$ cat src/logic/cirf_pkg.sv
/*
  Constants of the CAN interrupt flag block: offsets, flag bits, resets
  and bus answer codes.
  Assumes a 32-bit AXI4-Lite bus with one aligned word per register.
*/
package cirf_pkg;
  localparam int unsigned ADDR_W = 8;

  // Register byte offsets
  localparam logic [ADDR_W-1:0] OFS_FLAGS     = 8'h08;
  localparam logic [ADDR_W-1:0] OFS_FLAG_MASK = 8'h0C;
  localparam logic [ADDR_W-1:0] OFS_STATUS    = 8'h10;
  localparam logic [ADDR_W-1:0] OFS_TX_PEND   = 8'h20;
  localparam logic [ADDR_W-1:0] OFS_TX_ACK    = 8'h24;
  localparam logic [ADDR_W-1:0] OFS_ABORT_ACK = 8'h28;
  localparam logic [ADDR_W-1:0] OFS_RX_PEND   = 8'h2C;
  localparam logic [ADDR_W-1:0] OFS_RMT_PEND  = 8'h30;
  localparam logic [ADDR_W-1:0] OFS_UNREAD    = 8'h34;
  localparam logic [ADDR_W-1:0] OFS_MB_MASK   = 8'h38;
  localparam logic [ADDR_W-1:0] OFS_NEW_MSG   = 8'h3C;

  // Flag bit positions
  localparam int unsigned BIT_MSG_ERR  = 13;
  localparam int unsigned BIT_SLEEP_BA = 12;
  localparam int unsigned BIT_OVERRUN  = 9;
  localparam int unsigned BIT_MB_EMPTY = 8;
  localparam int unsigned BIT_OVERLOAD = 7;
  localparam int unsigned BIT_BUS_OFF  = 6;

  localparam int unsigned FLAG_W = 16;
  // Flags that exist; everything else reads as zero
  localparam logic [15:0] FLAG_IMPL      = 16'h33C0;
  // Flags cleared by a write of one
  localparam logic [15:0] FLAG_W1C       = 16'h30C0;
  localparam logic [15:0] FLAG_RST       = 16'h0000;
  localparam logic [15:0] FLAG_MASK_RST  = 16'h0000;

  // Status register bit positions
  localparam int unsigned ST_BUS_OFF    = 0;
  localparam int unsigned ST_HALT_SLEEP = 1;
  localparam int unsigned ST_TEST_MODE  = 2;
  localparam int unsigned ST_SLEEP_MODE = 3;
  localparam int unsigned ST_RX_LEVEL   = 4;

  // Transmit error count at which bus-off is entered
  localparam int unsigned BUS_OFF_LIMIT = 256;

  localparam logic [1:0] RESP_OKAY   = 2'h0;
  localparam logic [1:0] RESP_SLVERR = 2'h2;
endpackage

$ cat src/logic/cirf_sync.sv
/*
  Two-stage synchroniser for levels that arrive from outside the clock
  domain. Assumes a single clock and a synchronous active-low reset.
*/
`timescale 1ns/1ps
module cirf_sync #(
  parameter int unsigned       WIDTH     = 1,
  parameter logic [WIDTH-1:0]  RESET_VAL = '0
) (
  input  wire logic             aclk,
  input  wire logic             aresetn,
  input  wire logic [WIDTH-1:0] async_in,
  output logic      [WIDTH-1:0] sync_out
);
  logic [WIDTH-1:0] meta_reg;

  // The first stage feeds only the second stage
  always_ff @(posedge aclk) begin
    if (!aresetn) begin
      meta_reg <= RESET_VAL;
      sync_out <= RESET_VAL;
    end else begin
      meta_reg <= async_in;
      sync_out <= meta_reg;
    end
  end
endmodule

$ cat src/logic/cirf_top.sv
/*
  CAN interrupt request flags, with the mailbox pending and acknowledge
  bits that drive them, behind an AXI4-Lite slave.
  Assumes protocol and mailbox events arrive as one-cycle pulses on aclk;
  only the receive line comes from a pin and is synchronised here.
*/
// Notes on behaviour
// - 16-bit flag register at 0x008, reserved bits zero
// - Message error flag sets only in test mode
// - Message overload in test mode leaves flag unchanged
// - Writing one clears bits 13,12,7,6; zero ignored
// - Sleep activity flag sets on dominant rx in sleep
// - Overrun flag sets on receive into pending unmasked mailbox
// - Overrun clears when no unmasked unread bits remain
// - Mailbox empty is OR of unmasked acknowledge bits
// - Transmit or abort done clears that transmit pending
// - Overload flag sets on detected overload frame
// - Bus-off flag sets when error counter reaches 256
// - Bus-off flag also sets on recovery end, halt
// - Bus-off flag stays set; write one clears unless a set event lands in the same cycle
// - Sleep flag timing independent of halt/sleep status
`timescale 1ns/1ps
module cirf_top #(
  parameter int unsigned NUM_MB = 16,
  parameter int unsigned TEC_W  = 9,
  parameter int unsigned MB_W   = 4
) (
  input  wire logic                        aclk,
  input  wire logic                        aresetn,
  input  wire logic [cirf_pkg::ADDR_W-1:0] s_axi_awaddr,
  input  wire logic                        s_axi_awvalid,
  output logic                             s_axi_awready,
  input  wire logic [31:0]                 s_axi_wdata,
  input  wire logic [3:0]                  s_axi_wstrb,
  input  wire logic                        s_axi_wvalid,
  output logic                             s_axi_wready,
  output logic [1:0]                       s_axi_bresp,
  output logic                             s_axi_bvalid,
  input  wire logic                        s_axi_bready,
  input  wire logic [cirf_pkg::ADDR_W-1:0] s_axi_araddr,
  input  wire logic                        s_axi_arvalid,
  output logic                             s_axi_arready,
  output logic [31:0]                      s_axi_rdata,
  output logic [1:0]                       s_axi_rresp,
  output logic                             s_axi_rvalid,
  input  wire logic                        s_axi_rready,
  input  wire logic                        can_rx,
  input  wire logic                        test_mode,
  input  wire logic                        sleep_mode,
  input  wire logic                        msg_error_evt,
  input  wire logic                        msg_overload_evt,
  input  wire logic                        overload_frame_evt,
  input  wire logic [TEC_W-1:0]            transmit_error_counter,
  input  wire logic                        bus_off_recovered_evt,
  input  wire logic                        bus_off_to_halt_evt,
  input  wire logic                        global_bus_off_status,
  input  wire logic                        halt_sleep_status,
  input  wire logic                        rx_msg_evt,
  input  wire logic [MB_W-1:0]             rx_msg_mailbox,
  input  wire logic                        rx_msg_remote,
  input  wire logic                        tx_done_evt,
  input  wire logic                        abort_done_evt,
  input  wire logic [MB_W-1:0]             tx_mailbox,
  output logic                             rx_msg_store,
  output logic [NUM_MB-1:0]                transmit_pending_bits,
  output logic                             irq
);
  localparam logic [TEC_W-1:0] TEC_LIMIT = TEC_W'(cirf_pkg::BUS_OFF_LIMIT);

  logic [cirf_pkg::ADDR_W-1:0] aw_addr_reg;
  logic [cirf_pkg::ADDR_W-1:0] aw_word;
  logic [31:0]                 w_data_reg;
  logic [3:0]                  w_strb_reg;
  logic [31:0]                 w_ones;
  logic [31:0]                 w_lanes;
  logic                        wr_do;
  logic                        wr_hit;
  logic [31:0]                 rd_word;
  logic                        rd_hit;
  logic [cirf_pkg::ADDR_W-1:0] ar_word;

  logic [15:0]        flag_reg;
  logic [15:0]        flag_next;
  logic [15:0]        flag_mask_reg;
  logic [NUM_MB-1:0]  transmit_acknowledge_bits;
  logic [NUM_MB-1:0]  abort_acknowledge_bits;
  logic [NUM_MB-1:0]  receive_pending_bits;
  logic [NUM_MB-1:0]  remote_pending_bits;
  logic [NUM_MB-1:0]  unread_message_status_bits;
  logic [NUM_MB-1:0]  mailbox_mask_bits;
  logic [NUM_MB-1:0]  new_message_control;
  logic [NUM_MB-1:0]  rx_sel;
  logic [NUM_MB-1:0]  tx_sel;
  logic               rx_level;
  logic               bus_off_cond_reg;
  logic               rx_busy;
  logic               overrun_set;

  cirf_sync #(
    .WIDTH     (1),
    .RESET_VAL (1'b1)
  ) u_rx_sync (
    .aclk     (aclk),
    .aresetn  (aresetn),
    .async_in (can_rx),
    .sync_out (rx_level)
  );

  // Write address and data are taken independently and held until both are in
  always_ff @(posedge aclk) begin
    if (!aresetn) begin
      s_axi_awready <= 1'b1;
      aw_addr_reg   <= '0;
    end else if (s_axi_awvalid && s_axi_awready) begin
      s_axi_awready <= 1'b0;
      aw_addr_reg   <= s_axi_awaddr;
    end else if (wr_do) begin
      s_axi_awready <= 1'b1;
    end
  end

  always_ff @(posedge aclk) begin
    if (!aresetn) begin
      s_axi_wready <= 1'b1;
      w_data_reg   <= '0;
      w_strb_reg   <= '0;
    end else if (s_axi_wvalid && s_axi_wready) begin
      s_axi_wready <= 1'b0;
      w_data_reg   <= s_axi_wdata;
      w_strb_reg   <= s_axi_wstrb;
    end else if (wr_do) begin
      s_axi_wready <= 1'b1;
    end
  end

  assign wr_do   = !s_axi_awready && !s_axi_wready && !s_axi_bvalid;
  assign aw_word = {aw_addr_reg[cirf_pkg::ADDR_W-1:2], 2'b00};

  // Only bytes whose strobe is high carry ones into the register logic
  always_comb begin
    for (int b = 0; b < 4; b++) begin
      w_ones[b*8 +: 8] = w_strb_reg[b] ? w_data_reg[b*8 +: 8] : 8'h00;
      w_lanes[b*8 +: 8] = {8{w_strb_reg[b]}};
    end
  end

  always_comb begin
    unique case (aw_word)
      cirf_pkg::OFS_FLAGS, cirf_pkg::OFS_FLAG_MASK, cirf_pkg::OFS_STATUS,
      cirf_pkg::OFS_TX_PEND, cirf_pkg::OFS_TX_ACK, cirf_pkg::OFS_ABORT_ACK,
      cirf_pkg::OFS_RX_PEND, cirf_pkg::OFS_RMT_PEND, cirf_pkg::OFS_UNREAD,
      cirf_pkg::OFS_MB_MASK, cirf_pkg::OFS_NEW_MSG: wr_hit = 1'b1;
      default:                                       wr_hit = 1'b0;
    endcase
  end

  always_ff @(posedge aclk) begin
    if (!aresetn) begin
      s_axi_bvalid <= 1'b0;
      s_axi_bresp  <= cirf_pkg::RESP_OKAY;
    end else if (wr_do) begin
      s_axi_bvalid <= 1'b1;
      s_axi_bresp  <= wr_hit ? cirf_pkg::RESP_OKAY : cirf_pkg::RESP_SLVERR;
    end else if (s_axi_bready) begin
      s_axi_bvalid <= 1'b0;
    end
  end

  // Read path: data registered on the same edge that takes the address
  assign ar_word = {s_axi_araddr[cirf_pkg::ADDR_W-1:2], 2'b00};

  always_comb begin
    rd_hit  = 1'b1;
    rd_word = '0;
    unique case (ar_word)
      cirf_pkg::OFS_FLAGS:     rd_word[15:0] = flag_reg & cirf_pkg::FLAG_IMPL;
      cirf_pkg::OFS_FLAG_MASK: rd_word[15:0] = flag_mask_reg;
      cirf_pkg::OFS_STATUS: begin
        rd_word[cirf_pkg::ST_BUS_OFF]    = global_bus_off_status;
        rd_word[cirf_pkg::ST_HALT_SLEEP] = halt_sleep_status;
        rd_word[cirf_pkg::ST_TEST_MODE]  = test_mode;
        rd_word[cirf_pkg::ST_SLEEP_MODE] = sleep_mode;
        rd_word[cirf_pkg::ST_RX_LEVEL]   = rx_level;
      end
      cirf_pkg::OFS_TX_PEND:   rd_word[NUM_MB-1:0] = transmit_pending_bits;
      cirf_pkg::OFS_TX_ACK:    rd_word[NUM_MB-1:0] = transmit_acknowledge_bits;
      cirf_pkg::OFS_ABORT_ACK: rd_word[NUM_MB-1:0] = abort_acknowledge_bits;
      cirf_pkg::OFS_RX_PEND:   rd_word[NUM_MB-1:0] = receive_pending_bits;
      cirf_pkg::OFS_RMT_PEND:  rd_word[NUM_MB-1:0] = remote_pending_bits;
      cirf_pkg::OFS_UNREAD:    rd_word[NUM_MB-1:0] = unread_message_status_bits;
      cirf_pkg::OFS_MB_MASK:   rd_word[NUM_MB-1:0] = mailbox_mask_bits;
      cirf_pkg::OFS_NEW_MSG:   rd_word[NUM_MB-1:0] = new_message_control;
      default:                 rd_hit = 1'b0;
    endcase
  end

  always_ff @(posedge aclk) begin
    if (!aresetn) begin
      s_axi_arready <= 1'b1;
      s_axi_rvalid  <= 1'b0;
      s_axi_rdata   <= '0;
      s_axi_rresp   <= cirf_pkg::RESP_OKAY;
    end else if (s_axi_arvalid && s_axi_arready) begin
      s_axi_arready <= 1'b0;
      s_axi_rvalid  <= 1'b1;
      s_axi_rdata   <= rd_word;
      s_axi_rresp   <= rd_hit ? cirf_pkg::RESP_OKAY : cirf_pkg::RESP_SLVERR;
    end else if (s_axi_rvalid && s_axi_rready) begin
      s_axi_arready <= 1'b1;
      s_axi_rvalid  <= 1'b0;
    end
  end

  // One-hot mailbox selects; indices beyond NUM_MB select nothing
  always_comb begin
    rx_sel = '0;
    tx_sel = '0;
    for (int i = 0; i < NUM_MB; i++) begin
      rx_sel[i] = rx_msg_evt && (rx_msg_mailbox == MB_W'(i));
      tx_sel[i] = (tx_done_evt || abort_done_evt) && (tx_mailbox == MB_W'(i));
    end
  end

  assign rx_busy     = |((receive_pending_bits | remote_pending_bits) & rx_sel);
  assign overrun_set = rx_busy && |(rx_sel & ~mailbox_mask_bits);

  // Software sets a transmit request; completion or abort retires it
  always_ff @(posedge aclk) begin
    if (!aresetn) begin
      transmit_pending_bits <= '0;
    end else begin
      transmit_pending_bits <= (transmit_pending_bits
        | ((wr_do && aw_word == cirf_pkg::OFS_TX_PEND) ? w_ones[NUM_MB-1:0] : '0))
        & ~tx_sel;
    end
  end

  // Acknowledge bits: hardware set wins over a clearing write
  always_ff @(posedge aclk) begin
    if (!aresetn) begin
      transmit_acknowledge_bits <= '0;
      abort_acknowledge_bits    <= '0;
    end else begin
      transmit_acknowledge_bits <= (tx_done_evt ? tx_sel : '0)
        | (transmit_acknowledge_bits
           & ~((wr_do && aw_word == cirf_pkg::OFS_TX_ACK) ? w_ones[NUM_MB-1:0] : '0));
      abort_acknowledge_bits <= (abort_done_evt && !tx_done_evt ? tx_sel : '0)
        | (abort_acknowledge_bits
           & ~((wr_do && aw_word == cirf_pkg::OFS_ABORT_ACK) ? w_ones[NUM_MB-1:0] : '0));
    end
  end

  // Receive side pending and unread bits
  always_ff @(posedge aclk) begin
    if (!aresetn) begin
      receive_pending_bits       <= '0;
      remote_pending_bits        <= '0;
      unread_message_status_bits <= '0;
    end else begin
      receive_pending_bits <= (rx_msg_remote ? '0 : rx_sel)
        | (receive_pending_bits
           & ~((wr_do && aw_word == cirf_pkg::OFS_RX_PEND) ? w_ones[NUM_MB-1:0] : '0));
      remote_pending_bits <= (rx_msg_remote ? rx_sel : '0)
        | (remote_pending_bits
           & ~((wr_do && aw_word == cirf_pkg::OFS_RMT_PEND) ? w_ones[NUM_MB-1:0] : '0));
      unread_message_status_bits <= (rx_busy ? rx_sel : '0)
        | (unread_message_status_bits
           & ~((wr_do && aw_word == cirf_pkg::OFS_UNREAD) ? w_ones[NUM_MB-1:0] : '0));
    end
  end

  // Mailbox storage is told whether to keep the new message
  always_ff @(posedge aclk) begin
    if (!aresetn) begin
      rx_msg_store <= 1'b0;
    end else begin
      rx_msg_store <= rx_msg_evt && (!rx_busy || |(rx_sel & new_message_control));
    end
  end

  always_ff @(posedge aclk) begin
    if (!aresetn) begin
      mailbox_mask_bits   <= '0;
      new_message_control <= '0;
      flag_mask_reg       <= cirf_pkg::FLAG_MASK_RST;
    end else if (wr_do) begin
      if (aw_word == cirf_pkg::OFS_MB_MASK) begin
        mailbox_mask_bits <= w_ones[NUM_MB-1:0] | (mailbox_mask_bits & ~w_lanes[NUM_MB-1:0]);
      end
      if (aw_word == cirf_pkg::OFS_NEW_MSG) begin
        new_message_control <= w_ones[NUM_MB-1:0] | (new_message_control & ~w_lanes[NUM_MB-1:0]);
      end
      if (aw_word == cirf_pkg::OFS_FLAG_MASK) begin
        flag_mask_reg <= w_ones[15:0] | (flag_mask_reg & ~w_lanes[15:0]);
      end
    end
  end

  // Bus-off entry is the edge of the counter crossing the limit
  always_ff @(posedge aclk) begin
    if (!aresetn) begin
      bus_off_cond_reg <= 1'b0;
    end else begin
      bus_off_cond_reg <= transmit_error_counter >= TEC_LIMIT;
    end
  end

  // Flag updates; a set in the same cycle as a clearing write wins
  always_comb begin
    logic [15:0] clr;
    clr = '0;
    if (wr_do && aw_word == cirf_pkg::OFS_FLAGS) begin
      clr = w_ones[15:0] & cirf_pkg::FLAG_W1C;
    end
    flag_next = flag_reg & ~clr;
    if (msg_error_evt && test_mode && !msg_overload_evt) begin
      flag_next[cirf_pkg::BIT_MSG_ERR] = 1'b1;
    end
    // Driven only by sleep_mode and the synchronised line, never by the halt/sleep status
    if (sleep_mode && !rx_level) begin
      flag_next[cirf_pkg::BIT_SLEEP_BA] = 1'b1;
    end
    flag_next[cirf_pkg::BIT_OVERRUN] = overrun_set
      || (flag_reg[cirf_pkg::BIT_OVERRUN]
          && |(unread_message_status_bits & ~mailbox_mask_bits));
    flag_next[cirf_pkg::BIT_MB_EMPTY] =
      |((transmit_acknowledge_bits | abort_acknowledge_bits) & ~mailbox_mask_bits);
    if (overload_frame_evt) begin
      flag_next[cirf_pkg::BIT_OVERLOAD] = 1'b1;
    end
    if ((transmit_error_counter >= TEC_LIMIT && !bus_off_cond_reg)
        || bus_off_recovered_evt || bus_off_to_halt_evt) begin
      flag_next[cirf_pkg::BIT_BUS_OFF] = 1'b1;
    end
    flag_next = flag_next & cirf_pkg::FLAG_IMPL;
  end

  always_ff @(posedge aclk) begin
    if (!aresetn) begin
      flag_reg <= cirf_pkg::FLAG_RST;
    end else begin
      flag_reg <= flag_next;
    end
  end

  // A set mask bit blocks its flag from the interrupt line
  always_ff @(posedge aclk) begin
    if (!aresetn) begin
      irq <= 1'b0;
    end else begin
      irq <= |(flag_reg & ~flag_mask_reg & cirf_pkg::FLAG_IMPL);
    end
  end
endmodule

$ cat config.mk
export PLATFORM = sky130hd
export DESIGN_NAME = cirf_top
export DESIGN_NICKNAME = d
export VERILOG_FILES = /design/src/logic/cirf_pkg.sv /design/src/logic/cirf_sync.sv /design/src/logic/cirf_top.sv
export SDC_FILE = /design/constraint.sdc
export NUM_CORES = 1
export LEC_CHECK = 0
export BUFFER_PORTS_ARGS = -buffer_cell sky130_fd_sc_hd__buf_2
export CORE_MARGIN = 4
export CORE_UTILIZATION = 60
export DETAILED_ROUTE_END_ITERATION = 10
export HOLD_SLACK_MARGIN = 0.02
export PLACE_DENSITY = 0.83
export SYNTH_ARGS = -nofsm -noshare
export SYNTH_HDL_FRONTEND = slang
export SYNTH_SLANG_ARGS = --single-unit
$ cat constraint.sdc
create_clock -name aclk -period 3 [get_ports aclk]
set_clock_uncertainty 0.15 [all_clocks]
set_input_delay 0.6 -clock aclk [delete_from_list [all_inputs] [get_ports aclk]]
set_output_delay 0.6 -clock aclk [all_outputs]
set_load 0.02 [all_outputs]
== Word-level counts from Yosys, hierarchy flattened ==
Index checks and enable logic that the tools add are counted.

* Bits in registers: 206
* Input bits: 90

* $lt $le $gt $ge: 1
* Equal/unequal tests: 52
* Multiplexer cells: 33
* Bitwise gates (word level): 37
* Reductions and logical operators: 83

{| class="wikitable"
|+ Operators by type and width
! cell !! count
|-
| $and A16 B16 Y16 || 14
|-
| $mux W16 || 11
|-
| $or A16 B16 Y16 || 11
|-
| $not A16 Y16 || 8
|-
| $pmux W11 S10 || 1
|-
| $eq A6 B4 Y1 const B || 16
|-
| $reduce_or A16 Y1 || 5
|-
| $eq A4 B4 Y1 const B || 16
|-
| $logic_and A1 B1 Y1 || 53
|-
| $pmux W5 S10 || 1
|-
| $eq A4 B3 Y1 const B || 8
|-
| $and A14 B14 Y14 || 2
|-
| $not A14 Y14 || 2
|-
| $eq A6 B2 Y1 const B || 4
|-
| $reduce_or A11 Y1 || 2
|-
| $eq A4 B2 Y1 const B || 4
|-
| $mux W8 || 2
|-
| $mux W1 || 15
|-
| $mux W14 || 1
|-
| $eq A6 B3 Y1 const B || 2
|-
| $ge A9 B9 Y1 const B || 1
|-
| $eq A4 B1 Y1 const B || 2
|-
| $logic_not A1 Y1 || 8
|-
| $logic_not A4 Y1 || 2
|-
| 5 further kinds || 15
|}

== Logic depth before layout (Yosys ltp) ==
* Word-level depth: 8
* Gate-level depth with buffers: 8

== Modules after synthesis ==
Synthesis repeated with hierarchy kept, for this count alone.

* Cells, all modules: 1158
* Area total of the unflattened synthesis: 9834.4 um2

{| class="wikitable"
|+ By module, submodules not included
! module !! instances !! cells each !! area an instance (um2) !! seq. area each (um2)
|-
| cirf_top || 1 || 1154 || 9781.9 || 4003.8
|-
| cirf_sync || 1 || 4 || 52.6 || 40.0
|}

== Worst setup path before layout ==
OpenSTA, ideal clock, no wires.

* Kind: input-to-reg
* From: input rx_msg_mailbox[2]
* To: register rx_msg_store
* Library setup time: 0.135 ns
* Arrival: 1.816 ns
* Data required time: 2.715 ns
* Path slack: 0.899 ns
* Stages on the path: 7
* Cell sequence: buf_2 > buf_2 > mux2i_1 > a2bb2oi_1 > nand3b_1 > a2111oi_0 > a31oi_1

* Word-level cells in the longest chain between the ends: 7

{| class="wikitable"
|+ RTL lines
! item !! line !! source
|-
| start: declaration || cirf_top.sv:59 || <nowiki>input wire logic [MB_W-1:0] rx_msg_mailbox,</nowiki>
|-
| $eq A4 B1 Y1 (tied with other cells) || cirf_top.sv:219 || <nowiki>rx_sel[i] = rx_msg_evt && (rx_msg_mailbox == MB_W'(i));</nowiki>
|-
| $logic_and A1 B1 Y1 || cirf_top.sv:219 ||
|-
| $and A16 B16 Y16 || cirf_top.sv:224 || <nowiki>assign rx_busy = |((receive_pending_bits | remote_pending_bits) & rx_sel);</nowiki>
|-
| $reduce_or A16 Y1 || cirf_top.sv:224 ||
|-
| $logic_not A1 Y1 || cirf_top.sv:277 || <nowiki>rx_msg_store <= rx_msg_evt && (!rx_busy || |(rx_sel & new_message_control));</nowiki>
|-
| $logic_or A1 B1 Y1 * || cirf_top.sv:277 ||
|-
| $logic_and A1 B1 Y1 * || cirf_top.sv:277 ||
|-
| end signal: assignment || cirf_top.sv:277 ||
|-
| end: declaration || cirf_top.sv:64 || <nowiki>output logic rx_msg_store,</nowiki>
|}

Mark *: on every way between the ends. The rest lies on a longest branch, timed or not.
A chain may end at the register's enable or synchronous reset.

== Worst setup path in the final report ==
* From: register s_axi_awready
* To: register remote_pending_bits[12]

* Word-level cells in the longest chain between the ends: 8

{| class="wikitable"
|+ RTL lines
! item !! line !! source
|-
| start: declaration || cirf_top.sv:32 || <nowiki>output logic s_axi_awready,</nowiki>
|-
| start signal: assignment || cirf_top.sv:112 || <nowiki>s_axi_awready <= 1'b1;</nowiki>
|-
| start signal: assignment || cirf_top.sv:115 || <nowiki>s_axi_awready <= 1'b0;</nowiki>
|-
| start signal: assignment || cirf_top.sv:118 || <nowiki>s_axi_awready <= 1'b1;</nowiki>
|-
| $logic_not A1 Y1 || cirf_top.sv:136 || <nowiki>assign wr_do = !s_axi_awready && !s_axi_wready && !s_axi_bvalid;</nowiki>
|-
| $logic_and A1 B1 Y1 (2 in a row) || cirf_top.sv:136 ||
|-
| $logic_and A1 B1 Y1 || cirf_top.sv:265 || <nowiki>& ~((wr_do && aw_word == cirf_pkg::OFS_RMT_PEND) ? w_ones[NUM_MB-1:0] : '0));</nowiki>
|-
| $mux W16 || cirf_top.sv:265 ||
|-
| $not A16 Y16 || cirf_top.sv:265 ||
|-
| $and A16 B16 Y16 || cirf_top.sv:265 ||
|-
| $or A16 B16 Y16 || cirf_top.sv:264 || <nowiki>| (remote_pending_bits</nowiki>
|-
| end signal: assignment || cirf_top.sv:263 || <nowiki>remote_pending_bits <= (rx_msg_remote ? rx_sel : '0)</nowiki>
|-
| end: declaration || cirf_top.sv:88 || <nowiki>logic [NUM_MB-1:0] remote_pending_bits;</nowiki>
|}

No other way between the ends.

==> metrics.cfg <==
[run_status]
status=completed

[timing]
finalWorstPathRequiredPeriod_ps=2410
setup_viol=0
hold_viol_final=0
relSlewSlack_pct=44.2
slew_viol_final=0
rsz0062_at_grt=false
finalHoldWorstSlack_ps=99.4
tns_ps=0
fmax_mhz=416
worst_pin_slew_ps=836
period_share_pct=80.2

[floorplanning]
die_h_um=137
rows=46
start_util_pct=62.1
ios=149
die_area_mm2=0.0188
core_mm2=0.0161
dieWidth_um=137

[clock_tree]
htreeDepth=1
cts-root-buf=clkbuf_16
cts_tree=done
clkLatencyLatePin_ps=530
clk_pin_slew_ps=60
postCtsSetupBuffers=0
cts.sinks=202
cts-resized-gates=0
holdBufCountCts=0
clock_path_buffers=3
cts_buffers=23

[pwr]
clkPwrFrac_pct=45.0
power.switching_mw=1.46
internal_power_mw=4.40
seq_power_share_pct=47.8
p_leak_nw=4.36
p_per_area_mw_per_mm2=522
combPwrFrac_pct=7.1
swShare_pct=25.0
ir_drop_uv=421

[logic_synthesis]
synth_warnings=0
ys.flop_type=dfxtp_1
synth_cell_types=64
synth_cells=1155
ys_ff_latch=202
synthArstFlopShare_pct=0
syn_avg_cell_area_um2=8.66
ys_seq_area_share_pct=40.4
synth-edff-count=0
synth_area_mm2=0.0100

[route]
vias=9662
viasPerCell=6.66
antenna_left=0
drtPass1Iterations=7
dr.first_iter.drc_count=1561
wl_per_cell_um=23.3
wirelength_mm=33.8
drc=0

[global_route]
grt_pass1_wl_mm=50.9
grt_overflow_total=0
grt_usage_pct=35.3
grt_pass1_vias=8708
antenna_found_initial=1
grt_max_degree=99

[finish]
drive_gt1_share_pct=14.4
layout.nets=1312
areaGrowthSynthToFinish_pct=12.3
diodes=0
nFillCells=1335

[critical_path]
end_kind=flop
crit_arrival_ps=2660
crit_fanout=16
worst_ep_required_time_ps=3260
critical_path_class=flop to flop
cp-start-kind=flop

[run]
cap_viol_max_count=0

[place]
gp_congestion=0.997
io_buffer_count=100
dp_hpwl_mm=24.5

[hold_path]
hold_path_class=input port to flop

[cell usage after synthesis, types with 2 or more instances]
cell	number	area, µm²
a2111oi_0	6	52.6
inv_1	16	60.1
nand3_2	7	70.1
nor3b_1	16	120
nor2_1	55	206
a22o_1	27	236
buf_1	5	18.8
buf_6	3	33.8
o31ai_1	3	22.5
o211ai_1	3	22.5
nor2b_1	67	419
o21a_1	28	210
buf_2	22	110
a21oi_1	13	65.1
a22oi_1	5	37.5
nor3_1	16	80.1
or2_2	2	12.5
a221oi_1	18	158
o21ai_0	91	455
o31a_1	2	17.5
nor4_1	11	68.8
nor4b_1	2	17.5
a21boi_0	96	721
or3b_2	2	17.5
o22ai_1	12	75.1
a32o_1	8	80.1
nand2_1	111	417
and2_1	24	150
nand3b_1	7	52.6
dfxtp_1	202	4040
nand3_1	27	135
buf_4	26	195
a211oi_1	13	97.6
or3_1	8	50.1
nor3_2	2	20.0
nand4_1	7	43.8
a222oi_1	8	80.1
nand2b_1	16	100
mux2i_1	55	551
and3_1	12	75.1
a31oi_1	33	206
clkbuf_1	46	173
[final cells by class]
| cell class | count | area, µm² | share of cell area [%] |
|---|---|---|---|
| flip-flops and latches | 202 | 4040 | 36.0 |
| well taps | 216 | 270 | 2.41 |
| clock inverters | 4 | 41.3 | 0.368 |
| multi-input cells | 852 | 5440 | 48.4 |
| repair buffers | 127 | 731 | 6.50 |
| clock buffers | 33 | 653 | 5.81 |
| inverters | 16 | 60.1 | 0.535 |
[power groups by stage]
stage	Clock, mW	Sequential [mW]	Combinational, mW
floorplan	0	2.84	0.292
global placement	0	2.85	0.399
detailed placement	0	2.86	0.408
CTS	2.64	2.80	0.410
global route	2.75	2.81	0.454
finish	2.64	2.80	0.419
[kinds of logic (layout without fill, tap and decap cells)]
logic type | count (synthesis) | after routing | synth area share, %
AO/OA/AOI/OAI | 378 | 378 | 26.6
buffers and inverters | 118 | 180 | 5.90
flip-flops | 202 | 202 | 40.4
multiplexers | 56 | 56 | 5.61
other | 1 | 18 | 0.0375
AND/OR/NAND/NOR | 400 | 400 | 21.5
[critical path: stages, from the launching register on]
cell	delay, ps
dfxtp_1	410
nor3_2	290
and3_1	430
nand2_1	530
o21ai_0	340
a21boi_0	120
[metrics by stage]
stage                     std cells  instance area, µm²  setup slack, ps  power, mW  util [%]
after floorplan                1172               10100              899       3.13         -
after global placement         1413               10500              444       3.25      65.4
after detailed placement       1413               10500              409       3.27      65.4
after CTS                      1450               11200              666       5.85      69.7
after global routing           1450               11200              428       6.01      69.7
final                          1450               11200              595       5.86      69.7
[routing by layer]
layer / vias to the layer above / global-route usage (%) / share of wire (%)
li1: 4308 / - / -
met1: 4552 / 50.4 / 40
met2: 689 / 51.7 / 43
met3: 113 / 9.04 / 13
met4: 0 / 12.1 / 3.9
met5: - / 0 / 0
[cell usage in the layout, fill, tap and decap left out, types with 4 or more instances in the layout]
master and n:
nand2b_1 16, o22ai_1 12, buf_2 99, nor2b_1 67, a21boi_0 96, a21oi_1 13
nor3b_1 16, a32o_1 8, clkbuf_8 4, clkbuf_16 23, a22oi_1 5, a22o_1 27
dfxtp_1 202, mux2i_1 55, inv_1 16, or3_1 8, conb_1 18, nand4_1 7
nand2_1 111, nand3_2 7, a2111oi_0 6, a222oi_1 8, o21a_1 28, nor4_1 11
a221oi_1 18, nand3b_1 7, o21ai_0 91, nor3_1 16, clkbuf_1 6, and2_1 24
a31oi_1 33, nand3_1 27, a211oi_1 13, nor2_1 55, and3_1 12, buf_4 26
[worst paths after layout]
| path | endpoint | startpoint | cells after the start | slack (ps) |
|---|---|---|---|---|
| min | u_rx_sync.meta_reg$_SDFF_PN1_ | can_rx | 2 | 100 |
| max | remote_pending_bits[12]$_SDFF_PN0_ | s_axi_awready$_SDFFE_PN1P_ | 5 | 590 |
| max reg2reg | remote_pending_bits[12]$_SDFF_PN0_ | s_axi_awready$_SDFFE_PN1P_ | 5 | 590 |
| min reg2reg | u_rx_sync.sync_out$_SDFF_PN1_ | u_rx_sync.meta_reg$_SDFF_PN1_ | 1 | 260 |
Power figures use the tool's default switching activity.
